===== src/rtl/csc_pkg.sv =====
// Constants and types for the clock source and sleep control block
// Summary of operation
// - Fuse codes 0001..0100 pick the internal RC oscillator at 1, 2, 4, 8 MHz.
// - During reset the factory calibration byte is copied into the trim register.
// - RC and external clock start in 6 cycles plus none, 4.1 ms or 65 ms.
// - Trim maps monotonically to frequency, zero lowest and all ones highest.
// - Trim range spans about 50-100, 75-150 and 100-200 percent of nominal.
// - Reset time-out is timed by the separate watchdog oscillator.
// - Fuse code 0000 takes the system clock from the external clock pin.
// - Halt sleeps only while sleep enable is one.
// - Mode field decodes idle, noise reduction, power-down, power-save, standby modes.
// - Standby and extended standby only with a crystal or resonator source.
// - Interrupt wake holds the core four cycles beyond start-up, then resumes.
// - Register file and data memory contents are kept across sleep.
// - Reset during sleep wakes and restarts at the reset vector.
// - Mode bits at 7, 5, 4, sleep enable at 6, all cleared by reset.
// - Idle gates only core and program memory clocks.
// - Idle wakes on external pin and internal peripheral interrupts.
// - Entering idle with the converter enabled starts a conversion.
// - Power-down stops all clocks and applies the six-cycle start-up count on wake.
// - Standby keeps the oscillator running and resumes after the six-cycle start-up and four-cycle wake hold.
package csc_pkg;

  localparam logic [11:0] ADDR_RC_TRIM   = 12'h000;
  localparam logic [11:0] ADDR_PWR_CTRL  = 12'h004;
  localparam logic [11:0] ADDR_STATUS    = 12'h008;

  localparam int          PC_SM2         = 7;
  localparam int          PC_SE          = 6;
  localparam int          PC_SM1         = 5;
  localparam int          PC_SM0         = 4;
  localparam logic [7:0]  PWR_CTRL_RST   = 8'h00;
  localparam logic [7:0]  RC_TRIM_RST    = 8'h00;

  localparam logic [3:0]  CLOCK_SOURCE_SELECT_FUSES_EXT      = 4'h0;
  localparam logic [3:0]  CLOCK_SOURCE_SELECT_FUSES_RC_1M    = 4'h1;
  localparam logic [3:0]  CLOCK_SOURCE_SELECT_FUSES_RC_8M    = 4'h4;
  localparam logic [3:0]  CLOCK_SOURCE_SELECT_FUSES_XTAL_MIN = 4'h9;

  localparam logic [1:0]  SUT_NO_DLY     = 2'h0;
  localparam logic [1:0]  SUT_SHORT      = 2'h1;
  localparam logic [1:0]  SUT_RST        = 2'h2;

  // Start-up and wake hold in core clock cycles
  localparam int          STARTUP_CK     = 6;
  localparam int          WAKE_HOLD_CK   = 4;

  // Reset delays, counted on watchdog oscillator ticks
  localparam int          DLY_SHORT_US   = 4100;
  localparam int          DLY_LONG_US    = 65000;
  localparam int          WDT_PERIOD_NS  = 1000;
  localparam int          DLY_SHORT_TICKS =
    (DLY_SHORT_US * 1000 + WDT_PERIOD_NS - 1) / WDT_PERIOD_NS;
  localparam int          DLY_LONG_TICKS  =
    (DLY_LONG_US * 1000 + WDT_PERIOD_NS - 1) / WDT_PERIOD_NS;
  localparam int          CNT_W          = 17;

  typedef enum logic [2:0] {
    SM_IDLE     = 3'b000,
    SM_ADC_NR   = 3'b001,
    SM_PWR_DOWN = 3'b010,
    SM_PWR_SAVE = 3'b011,
    SM_RSVD_4   = 3'b100,
    SM_RSVD_5   = 3'b101,
    SM_STANDBY  = 3'b110,
    SM_EXT_STBY = 3'b111
  } csc_sleep_mode_t;

  typedef enum logic [2:0] {
    ST_RESET_DLY = 3'b000,
    ST_RUN       = 3'b001,
    ST_SLEEP     = 3'b010,
    ST_STARTUP   = 3'b011,
    ST_WAKE_HOLD = 3'b100
  } csc_state_t;

  typedef enum logic [1:0] {
    SRC_EXT   = 2'b00,
    SRC_RC    = 2'b01,
    SRC_XTAL  = 2'b10,
    SRC_OTHER = 2'b11
  } csc_src_t;

  typedef struct packed {
    logic core;
    logic flash;
    logic io;
    logic adc;
    logic asy;
    logic main_osc;
  } csc_clk_en_t;

  typedef struct packed {
    logic ext_pin;
    logic twi_match;
    logic timer2;
    logic spm_ready;
    logic adc_done;
    logic other_io;
  } csc_wake_t;

  localparam csc_clk_en_t CLK_ALL_ON = 6'h3f;

endpackage


===== src/rtl/csc_top.sv =====
// Clock source selection, reset time-out and sleep control
//
// Design decisions made here: the register offsets and the APB slave port.
`timescale 1ns/100ps
module csc_top #(
  parameter int DLY_SHORT = csc_pkg::DLY_SHORT_TICKS,
  parameter int DLY_LONG  = csc_pkg::DLY_LONG_TICKS
) (
  input  wire logic                 pclk,
  input  wire logic                 presetn,
  input  wire logic [11:0]          paddr,
  input  wire logic                 psel,
  input  wire logic                 penable,
  input  wire logic                 pwrite,
  input  wire logic [31:0]          pwdata,
  output logic      [31:0]          prdata,
  output logic                      pready,
  output logic                      pslverr,
  input  wire logic [3:0]           clock_source_select_fuses,
  input  wire logic [1:0]           startup_time_fuses,
  input  wire logic [7:0]           calibration_byte,
  input  wire logic                 wdt_tick,
  input  wire logic                 halt_req,
  input  wire logic                 adc_enabled,
  input  wire csc_pkg::csc_wake_t   wake_irq,
  output logic                      core_hold,
  output logic                      resume_irq,
  output logic                      adc_start,
  output csc_pkg::csc_clk_en_t      clk_en,
  output csc_pkg::csc_src_t         clk_source,
  output logic [1:0]                rc_range,
  output logic [7:0]                rc_trim,
  output logic [3:0]                ext_irq_sense
);

  csc_pkg::csc_state_t      state_ff;
  csc_pkg::csc_state_t      nxt_state;
  logic [csc_pkg::CNT_W-1:0] cnt_ff;
  logic [csc_pkg::CNT_W-1:0] nxt_cnt;
  logic [csc_pkg::CNT_W-1:0] dly_target;
  logic                     fuse_load_ff;
  logic [3:0]               clock_source_select_fuses_ff;
  logic [1:0]               sut_ff;
  logic [1:0]               rc_range_ff;
  logic [7:0]               rc_trim_ff;
  logic [7:0]               pwr_ctrl_ff;
  csc_pkg::csc_sleep_mode_t mode_ff;
  logic                     from_reset_ff;
  logic                     pready_ff;
  logic                     pslverr_ff;
  logic [31:0]              prdata_ff;
  logic                     core_hold_ff;
  logic                     resume_irq_ff;
  logic                     adc_start_ff;
  csc_pkg::csc_clk_en_t     clk_en_ff;
  csc_pkg::csc_src_t        clk_source_ff;
  csc_pkg::csc_sleep_mode_t req_mode;
  logic                     sleep_go;
  logic                     wr_en;
  logic                     mapped;

  // Clock domains left running in each sleep mode
  function automatic csc_pkg::csc_clk_en_t sleep_clocks(
    input csc_pkg::csc_sleep_mode_t m
  );
    csc_pkg::csc_clk_en_t c;
    c = '0;
    case (m)
      csc_pkg::SM_IDLE:
      begin
        c          = csc_pkg::CLK_ALL_ON;
        c.core     = 1'b0;
        c.flash    = 1'b0;
      end
      csc_pkg::SM_ADC_NR:
      begin
        c.adc      = 1'b1;
        c.asy      = 1'b1;
        c.main_osc = 1'b1;
      end
      csc_pkg::SM_PWR_SAVE:
        c.asy      = 1'b1;
      csc_pkg::SM_STANDBY:
        c.main_osc = 1'b1;
      csc_pkg::SM_EXT_STBY:
      begin
        c.asy      = 1'b1;
        c.main_osc = 1'b1;
      end
      default:
        c          = '0;
    endcase
    return c;
  endfunction

  // Which interrupt sources may end each sleep mode
  function automatic logic wake_ok(
    input csc_pkg::csc_sleep_mode_t m,
    input csc_pkg::csc_wake_t       w
  );
    logic base;
    base = w.ext_pin | w.twi_match;
    case (m)
      csc_pkg::SM_IDLE:
        wake_ok = |w;
      csc_pkg::SM_ADC_NR:
        wake_ok = base | w.timer2 | w.spm_ready | w.adc_done;
      csc_pkg::SM_PWR_SAVE,
      csc_pkg::SM_EXT_STBY:
        wake_ok = base | w.timer2;
      default:
        wake_ok = base;
    endcase
  endfunction

  // Modes that stop the oscillator or gate it need the start-up count
  function automatic logic needs_startup(
    input csc_pkg::csc_sleep_mode_t m
  );
    needs_startup = (m != csc_pkg::SM_IDLE) && (m != csc_pkg::SM_ADC_NR);
  endfunction

  assign req_mode = csc_pkg::csc_sleep_mode_t'({pwr_ctrl_ff[csc_pkg::PC_SM2],
                                               pwr_ctrl_ff[csc_pkg::PC_SM1],
                                               pwr_ctrl_ff[csc_pkg::PC_SM0]});

  // Reserved modes and standby without a crystal leave halt without effect
  always_comb
  begin
    sleep_go = halt_req && pwr_ctrl_ff[csc_pkg::PC_SE];
    if (req_mode == csc_pkg::SM_RSVD_4 || req_mode == csc_pkg::SM_RSVD_5)
    begin
      sleep_go = 1'b0;
    end
    else if ((req_mode == csc_pkg::SM_STANDBY ||
              req_mode == csc_pkg::SM_EXT_STBY) &&
             (clock_source_select_fuses_ff < csc_pkg::CLOCK_SOURCE_SELECT_FUSES_XTAL_MIN))
    begin
      sleep_go = 1'b0;
    end
  end

  // Extra reset delay chosen by the start-up fuses
  always_comb
  begin
    if (sut_ff == csc_pkg::SUT_NO_DLY)
    begin
      dly_target = '0;
    end
    else if (sut_ff == csc_pkg::SUT_SHORT)
    begin
      dly_target = csc_pkg::CNT_W'(DLY_SHORT);
    end
    else
    begin
      // Reserved code treated as the longest delay
      dly_target = csc_pkg::CNT_W'(DLY_LONG);
    end
  end

  // Fuses and factory trim are captured on the first edge after release
  always_ff @(posedge pclk or negedge presetn)
  begin
    if (!presetn)
    begin
      fuse_load_ff <= 1'b1;
      clock_source_select_fuses_ff     <= csc_pkg::CLOCK_SOURCE_SELECT_FUSES_RC_1M;
      sut_ff       <= csc_pkg::SUT_RST;
      rc_range_ff  <= csc_pkg::CLOCK_SOURCE_SELECT_FUSES_RC_1M[1:0] - 2'h1;
    end
    else if (fuse_load_ff)
    begin
      fuse_load_ff <= 1'b0;
      clock_source_select_fuses_ff     <= clock_source_select_fuses;
      sut_ff       <= startup_time_fuses;
      rc_range_ff  <= clock_source_select_fuses[1:0] - 2'h1;
    end
  end

  always_ff @(posedge pclk or negedge presetn)
  begin
    if (!presetn)
      clk_source_ff <= csc_pkg::SRC_RC;
    else if (clock_source_select_fuses_ff == csc_pkg::CLOCK_SOURCE_SELECT_FUSES_EXT)
      clk_source_ff <= csc_pkg::SRC_EXT;
    else if (clock_source_select_fuses_ff <= csc_pkg::CLOCK_SOURCE_SELECT_FUSES_RC_8M)
      clk_source_ff <= csc_pkg::SRC_RC;
    else if (clock_source_select_fuses_ff >= csc_pkg::CLOCK_SOURCE_SELECT_FUSES_XTAL_MIN)
      clk_source_ff <= csc_pkg::SRC_XTAL;
    else
      clk_source_ff <= csc_pkg::SRC_OTHER;
  end

  // APB: zero wait states, answer in the access cycle
  assign mapped = (paddr == csc_pkg::ADDR_RC_TRIM) ||
                  (paddr == csc_pkg::ADDR_PWR_CTRL) ||
                  (paddr == csc_pkg::ADDR_STATUS);
  assign wr_en  = psel && penable && pready_ff && pwrite && mapped;

  always_ff @(posedge pclk or negedge presetn)
  begin
    if (!presetn)
    begin
      pready_ff  <= 1'b0;
      pslverr_ff <= 1'b0;
      prdata_ff  <= '0;
    end
    else
    begin
      pready_ff  <= psel && !penable;
      pslverr_ff <= psel && !penable && !mapped;
      if (psel && !penable && !pwrite)
      begin
        if (paddr == csc_pkg::ADDR_RC_TRIM)
        begin
          prdata_ff <= {24'h000000, rc_trim_ff};
        end
        else if (paddr == csc_pkg::ADDR_PWR_CTRL)
        begin
          prdata_ff <= {24'h000000, pwr_ctrl_ff};
        end
        else if (paddr == csc_pkg::ADDR_STATUS)
        begin
          prdata_ff <= {16'h0000, 1'b0, state_ff, clk_source_ff,
                        sut_ff, clock_source_select_fuses_ff, 4'h0};
        end
        else
        begin
          prdata_ff <= '0;
        end
      end
    end
  end

  // Factory value loaded before the core runs; software may retune later
  always_ff @(posedge pclk or negedge presetn)
  begin
    if (!presetn)
      rc_trim_ff <= csc_pkg::RC_TRIM_RST;
    else if (fuse_load_ff)
      rc_trim_ff <= calibration_byte;
    else if (wr_en && paddr == csc_pkg::ADDR_RC_TRIM)
      rc_trim_ff <= pwdata[7:0];
  end

  always_ff @(posedge pclk or negedge presetn)
  begin
    if (!presetn)
      pwr_ctrl_ff <= csc_pkg::PWR_CTRL_RST;
    else if (wr_en && paddr == csc_pkg::ADDR_PWR_CTRL)
      pwr_ctrl_ff <= pwdata[7:0];
  end

  // Sequencer: reset time-out, run, sleep, start-up and wake hold
  always_comb
  begin
    nxt_state = state_ff;
    nxt_cnt   = cnt_ff;
    case (state_ff)
      csc_pkg::ST_RESET_DLY:
      begin
        if (!fuse_load_ff && cnt_ff >= dly_target)
        begin
          nxt_state = csc_pkg::ST_STARTUP;
          nxt_cnt   = '0;
        end
        else if (!fuse_load_ff && wdt_tick)
        begin
          nxt_cnt   = cnt_ff + 1'b1;
        end
      end
      csc_pkg::ST_RUN:
      begin
        if (sleep_go)
        begin
          nxt_state = csc_pkg::ST_SLEEP;
        end
      end
      csc_pkg::ST_SLEEP:
      begin
        nxt_cnt = '0;
        if (wake_ok(mode_ff, wake_irq))
        begin
          nxt_state = needs_startup(mode_ff) ? csc_pkg::ST_STARTUP
                                             : csc_pkg::ST_WAKE_HOLD;
        end
      end
      csc_pkg::ST_STARTUP:
      begin
        nxt_cnt = cnt_ff + 1'b1;
        if (cnt_ff == csc_pkg::CNT_W'(csc_pkg::STARTUP_CK - 1))
        begin
          nxt_state = from_reset_ff ? csc_pkg::ST_RUN
                                    : csc_pkg::ST_WAKE_HOLD;
          nxt_cnt   = '0;
        end
      end
      csc_pkg::ST_WAKE_HOLD:
      begin
        nxt_cnt = cnt_ff + 1'b1;
        if (cnt_ff == csc_pkg::CNT_W'(csc_pkg::WAKE_HOLD_CK - 1))
        begin
          nxt_state = csc_pkg::ST_RUN;
          nxt_cnt   = '0;
        end
      end
      default:
      begin
        nxt_state = csc_pkg::ST_RESET_DLY;
        nxt_cnt   = '0;
      end
    endcase
  end

  // Reset aborts any sleep; the core restarts from its reset vector
  always_ff @(posedge pclk or negedge presetn)
  begin
    if (!presetn)
    begin
      state_ff      <= csc_pkg::ST_RESET_DLY;
      cnt_ff        <= '0;
      from_reset_ff <= 1'b1;
    end
    else
    begin
      state_ff <= nxt_state;
      cnt_ff   <= nxt_cnt;
      if (state_ff == csc_pkg::ST_RUN)
      begin
        from_reset_ff <= 1'b0;
      end
    end
  end

  always_ff @(posedge pclk or negedge presetn)
  begin
    if (!presetn)
    begin
      mode_ff <= csc_pkg::SM_IDLE;
    end
    else if (state_ff == csc_pkg::ST_RUN && sleep_go)
    begin
      mode_ff <= req_mode;
    end
  end

  // Clock gating only; no storage is cleared, so contents survive sleep
  always_ff @(posedge pclk or negedge presetn)
  begin
    if (!presetn)
    begin
      clk_en_ff <= csc_pkg::CLK_ALL_ON;
    end
    else if (nxt_state == csc_pkg::ST_SLEEP &&
             state_ff == csc_pkg::ST_RUN)
    begin
      clk_en_ff <= sleep_clocks(req_mode);
    end
    else if (nxt_state != csc_pkg::ST_SLEEP)
    begin
      clk_en_ff <= csc_pkg::CLK_ALL_ON;
    end
  end

  always_ff @(posedge pclk or negedge presetn)
  begin
    if (!presetn)
    begin
      core_hold_ff  <= 1'b1;
      resume_irq_ff <= 1'b0;
      adc_start_ff  <= 1'b0;
    end
    else
    begin
      core_hold_ff  <= (nxt_state != csc_pkg::ST_RUN);
      resume_irq_ff <= (state_ff == csc_pkg::ST_WAKE_HOLD) &&
                       (nxt_state == csc_pkg::ST_RUN);
      adc_start_ff  <= (state_ff == csc_pkg::ST_RUN) && sleep_go &&
                       adc_enabled &&
                       (req_mode == csc_pkg::SM_IDLE ||
                        req_mode == csc_pkg::SM_ADC_NR);
    end
  end

  // Trim drives the oscillator directly; a larger code means faster
  assign rc_trim       = rc_trim_ff;
  assign rc_range      = rc_range_ff;
  assign ext_irq_sense = pwr_ctrl_ff[3:0];
  assign prdata        = prdata_ff;
  assign pready        = pready_ff;
  assign pslverr       = pslverr_ff;
  assign core_hold     = core_hold_ff;
  assign resume_irq    = resume_irq_ff;
  assign adc_start     = adc_start_ff;
  assign clk_en        = clk_en_ff;
  assign clk_source    = clk_source_ff;

endmodule


===== config.mk =====
export PLATFORM = sky130hd
export DESIGN_NAME = csc_top
export DESIGN_NICKNAME = d
export VERILOG_FILES = /design/src/rtl/csc_pkg.sv /design/src/rtl/csc_top.sv
export SDC_FILE = /design/constraint.sdc
export NUM_CORES = 1
export LEC_CHECK = 0
export ABC_AREA = 0
export ABC_CLOCK_PERIOD_IN_PS = 7550
export BUFFER_PORTS_ARGS = -buffer_cell sky130_fd_sc_hd__buf_2
export CAP_MARGIN = 5
export CORE_UTILIZATION = 55
export CTS_CLUSTER_SIZE = 8
export DETAILED_ROUTE_END_ITERATION = 10
export MAX_ROUTING_LAYER = met4
export PLACE_DENSITY = 0.89
export SLEW_MARGIN = 30
export SYNTH_ARGS = -nofsm -noshare
export SYNTH_HDL_FRONTEND = slang
export SYNTH_SLANG_ARGS = --single-unit

===== constraint.sdc =====
create_clock -name pclk -period 7.55 [get_ports pclk]
set_clock_uncertainty 0.2 [all_clocks]
set_input_delay 2.265 -clock pclk [delete_from_list [all_inputs] [get_ports pclk]]
set_output_delay 2.265 -clock pclk [all_outputs]
set_load 0.03 [all_outputs]

==> impl_metrics.env <==
export IMPL_syn_area_um2=4130
export IMPL_io_buffers=89
export IMPL_drc=0
export IMPL_m1WireLength_um=3730
export IMPL_coreArea_um2=7250
export IMPL_dr_wl_met2_um=4860
export IMPL_maxSlewViolCount=0
export IMPL_ctsHtreeMaxLevel=3
export IMPL_ys_async_sr_fraction=1.00
export IMPL_cts_tree="built"
export IMPL_pre_cts_slack_ns=3.21
export IMPL_start_util=0.569
export IMPL_design_area_um2=4780
export IMPL_drt_initial_drc_count=193
export IMPL_layout_setup_ws_ns=3.57
export IMPL_overflow=0
export IMPL_dpl_instance_area_um2=4560
export IMPL_fmax_mhz=251
export IMPL_finalHoldViolations=0
export IMPL_yosysSeqAreaShare=0.464
export IMPL_viasPerCell=5.70
export IMPL_cp_required_ns=7.56
export IMPL_cts_root_buffer="clkbuf_8"
export IMPL_synth_top_area_frac=0.394
export IMPL_ctsHoldBuffers=0
export IMPL_fp_dieArea_um2=7860
export IMPL_yosys_top_cells_area="dfrtp_1 (39%), dfstp_2 (7.0%), mux2_2 (6.0%), ha_1 (5.5%), buf_4 (4.0%)"
export IMPL_whs_ns=0.280
export IMPL_synth_compound_area_share=0.139
export IMPL_synth_top_family_by_area="simple AND/OR/NAND/NOR gates"
export IMPL_die_width_um=88.6
export IMPL_synth_ff_type="dfrtp_1"
export IMPL_synth_cells=391
export IMPL_hold_start="from_reset_ff$_DFFE_PN1P_"
export IMPL_vias=3295
export IMPL_finalSetupViolCount=0
export IMPL_drt_pass1_iterations=4
export IMPL_grt_pass1_vias=3315
export IMPL_rsz0062_at_grt="false"
export IMPL_slew_headroom=0.445
export IMPL_yosysTopAreaCell="dfrtp_1"
export IMPL_startpoint_type="primary input"
export IMPL_antenna_found_initial=0
export IMPL_cts_setup_buffers=0
export IMPL_ys_warn_count=0
export IMPL_r2r_start="sut_ff[1]$_DFFE_PN1P_"
export IMPL_yosys_top_cells_count="dfrtp_1 (65), nor2_1 (34), nand2_1 (26), buf_4 (22), mux2_2 (22)"
export IMPL_synthMuxAreaShare=0.0915
export IMPL_synth_distinct_cells=56
export IMPL_p_leak_nw=2.46
export IMPL_period_share=0.527
export IMPL_highest_layer="met4"
export IMPL_hold_path_class="reg -> reg"
export IMPL_synthMostInstantiatedCell="dfrtp_1"
export IMPL_drv_cap=0
export IMPL_cp_max_fo=8
export IMPL_cp_startpoint="paddr[1]"
export IMPL_synth_area_per_cell_um2=10.6
export IMPL_fin_nets=565
export IMPL_n_antenna_cell=0
export IMPL_synthXorXnorAreaFrac=0.0191
export IMPL_place_congestion=0.919
export IMPL_end_kind="flop"
export IMPL_totalWireLength_um=9290
export IMPL_clk_pin_slew_worst_paths_ns=0.08
export IMPL_synth_fa_ha_area_frac=0.0545
export IMPL_synth_seq_cells=76
export IMPL_clock_latency_ns=0.35
export IMPL_power_density_nw_per_um2=214
export IMPL_dp_hpwl_um=6700
export IMPL_synth_edf_count=0
export IMPL_grt_pass1_wl_um=15500
export IMPL_setup_tns_ns=0
export IMPL_cp_arrival_ns=3.99
export IMPL_groute_usage_overall=0.270
export IMPL_worstMarginPinSlew_ns=0.833
export IMPL_syn_to_final_growth_pct=15.7
export IMPL_wl_met3_um=478
export IMPL_die_y_um=88.6
export IMPL_ctsResizeCount=0
export IMPL_fin_crit_ns=3.98
export IMPL_num_io_pins=131
export IMPL_clock_sinks=76
export IMPL_postRouteAntennaNets=0
export IMPL_wire_per_inst_um=16.1
export IMPL_max_vdd_ir_drop_uv=120
export IMPL_numCtsBuffers=9
export IMPL_synth_simple_area_share=0.166
export IMPL_row_count=31
export IMPL_drive_gt1_frac=0.328
export IMPL_grt_max_degree=77
export IMPL_worstSetupPathType="in -> reg"
export IMPL_status="complete, no violations"
export IMPL_clockBufferDepth=2
sequential cells by signal, summed over array words and instances, names as in the netlist:
name / cells
cnt_ff: 17
prdata: 15
pwr_ctrl_ff: 8
rc_trim: 8
clk_en: 5
clock_source_select_fuses_ff: 4
mode_ff: 3
state_ff: 3
clk_source: 2
rc_range: 2
sut_ff: 2
adc_start: 1
core_hold: 1
from_reset_ff: 1
fuse_load_ff: 1
pready: 1
pslverr: 1
resume_irq: 1
through the flow:
stage	util	instances	power [mW]
finish	0.659	578	1.02
global route	0.659	578	1.07
CTS	0.657	577	1.03
detailed placement	0.629	562	0.693
global placement	0.628	562	0.682
floorplan	-	408	0.632
cell type report:
| cell class | instances | area (µm²) |
|---|---|---|
| clock buffer | 11 | 131 |
| inverter | 14 | 52.6 |
| fill | 543 | 2480 |
| multi-input combinational | 283 | 2010 |
| timing repair buffer | 91 | 464 |
| tap | 99 | 124 |
| clock inverter | 4 | 75.1 |
| sequential | 76 | 1920 |
cells in the final DEF (no fill, tap or decap), types with 9 or more instances in the layout:
| cell | Yosys | final |
|---|---|---|
| buf_2 | 2 | 89 |
| dfrtp_1 | 65 | 65 |
| nor2_1 | 34 | 34 |
| nand2_1 | 26 | 26 |
| mux2_2 | 22 | 22 |
| o21ai_0 | 19 | 19 |
| ha_1 | 18 | 18 |
| conb_1 | 1 | 18 |
| inv_1 | 14 | 14 |
| nand3_1 | 13 | 13 |
| mux2i_1 | 13 | 13 |
| a21oi_1 | 12 | 12 |
| a22o_1 | 12 | 12 |
| dfstp_2 | 11 | 11 |
| nor2b_1 | 9 | 9 |
| clkbuf_8 | 0 | 9 |
worst max-delay path, stage by stage:
cell and delay [ns]:
buf_2 0.09, nor4_1 0.28, nand3_1 0.31, nor3_1 0.35, nand2b_1 0.35, mux2i_1 0.25
o21ai_0 0.09
final timing paths:
| check | to | slack [ns] | cells after the start |
|---|---|---|---|
| min reg2reg | from_reset_ff$_DFFE_PN1P_ | 0.28 | 2 |
| min | from_reset_ff$_DFFE_PN1P_ | 0.28 | 2 |
| max | rc_trim[7]$_DFFE_PN0P_ | 3.57 | 7 |
| max in group asynchronous | cnt_ff[10]$_DFFE_PN0P_ | 4.87 | 2 |
| min in group asynchronous | cnt_ff[14]$_DFFE_PN0P_ | 1.82 | 2 |
| max reg2reg | cnt_ff[11]$_DFFE_PN0P_ | 4.21 | 9 |
cells by family after synthesis:
family,after synthesis
other,1
buffers and inverters,49
AOI/OAI and AO/OA,78
and+or+nand+nor,125
xor gates and xnor gates,9
adders and majority gates,18
DFF,76
muxes,35
metal layers:
layer | global-route usage | up-vias
met5 | - | -
met4 | 0.107 | 0
met3 | 0.0625 | 27
met2 | 0.448 | 110
met1 | 0.318 | 1616
li1 | - | 1542
power breakdown:
part | total [mW] | internal [mW] | switching [mW]
registers | 0.470 | 0.436 | 0.0339
clock network | 0.334 | 0.185 | 0.149
logic | 0.220 | 0.0838 | 0.136
total | 1.02 | 0.705 | 0.319
Note: power is estimated with default switching activity, not from simulation.
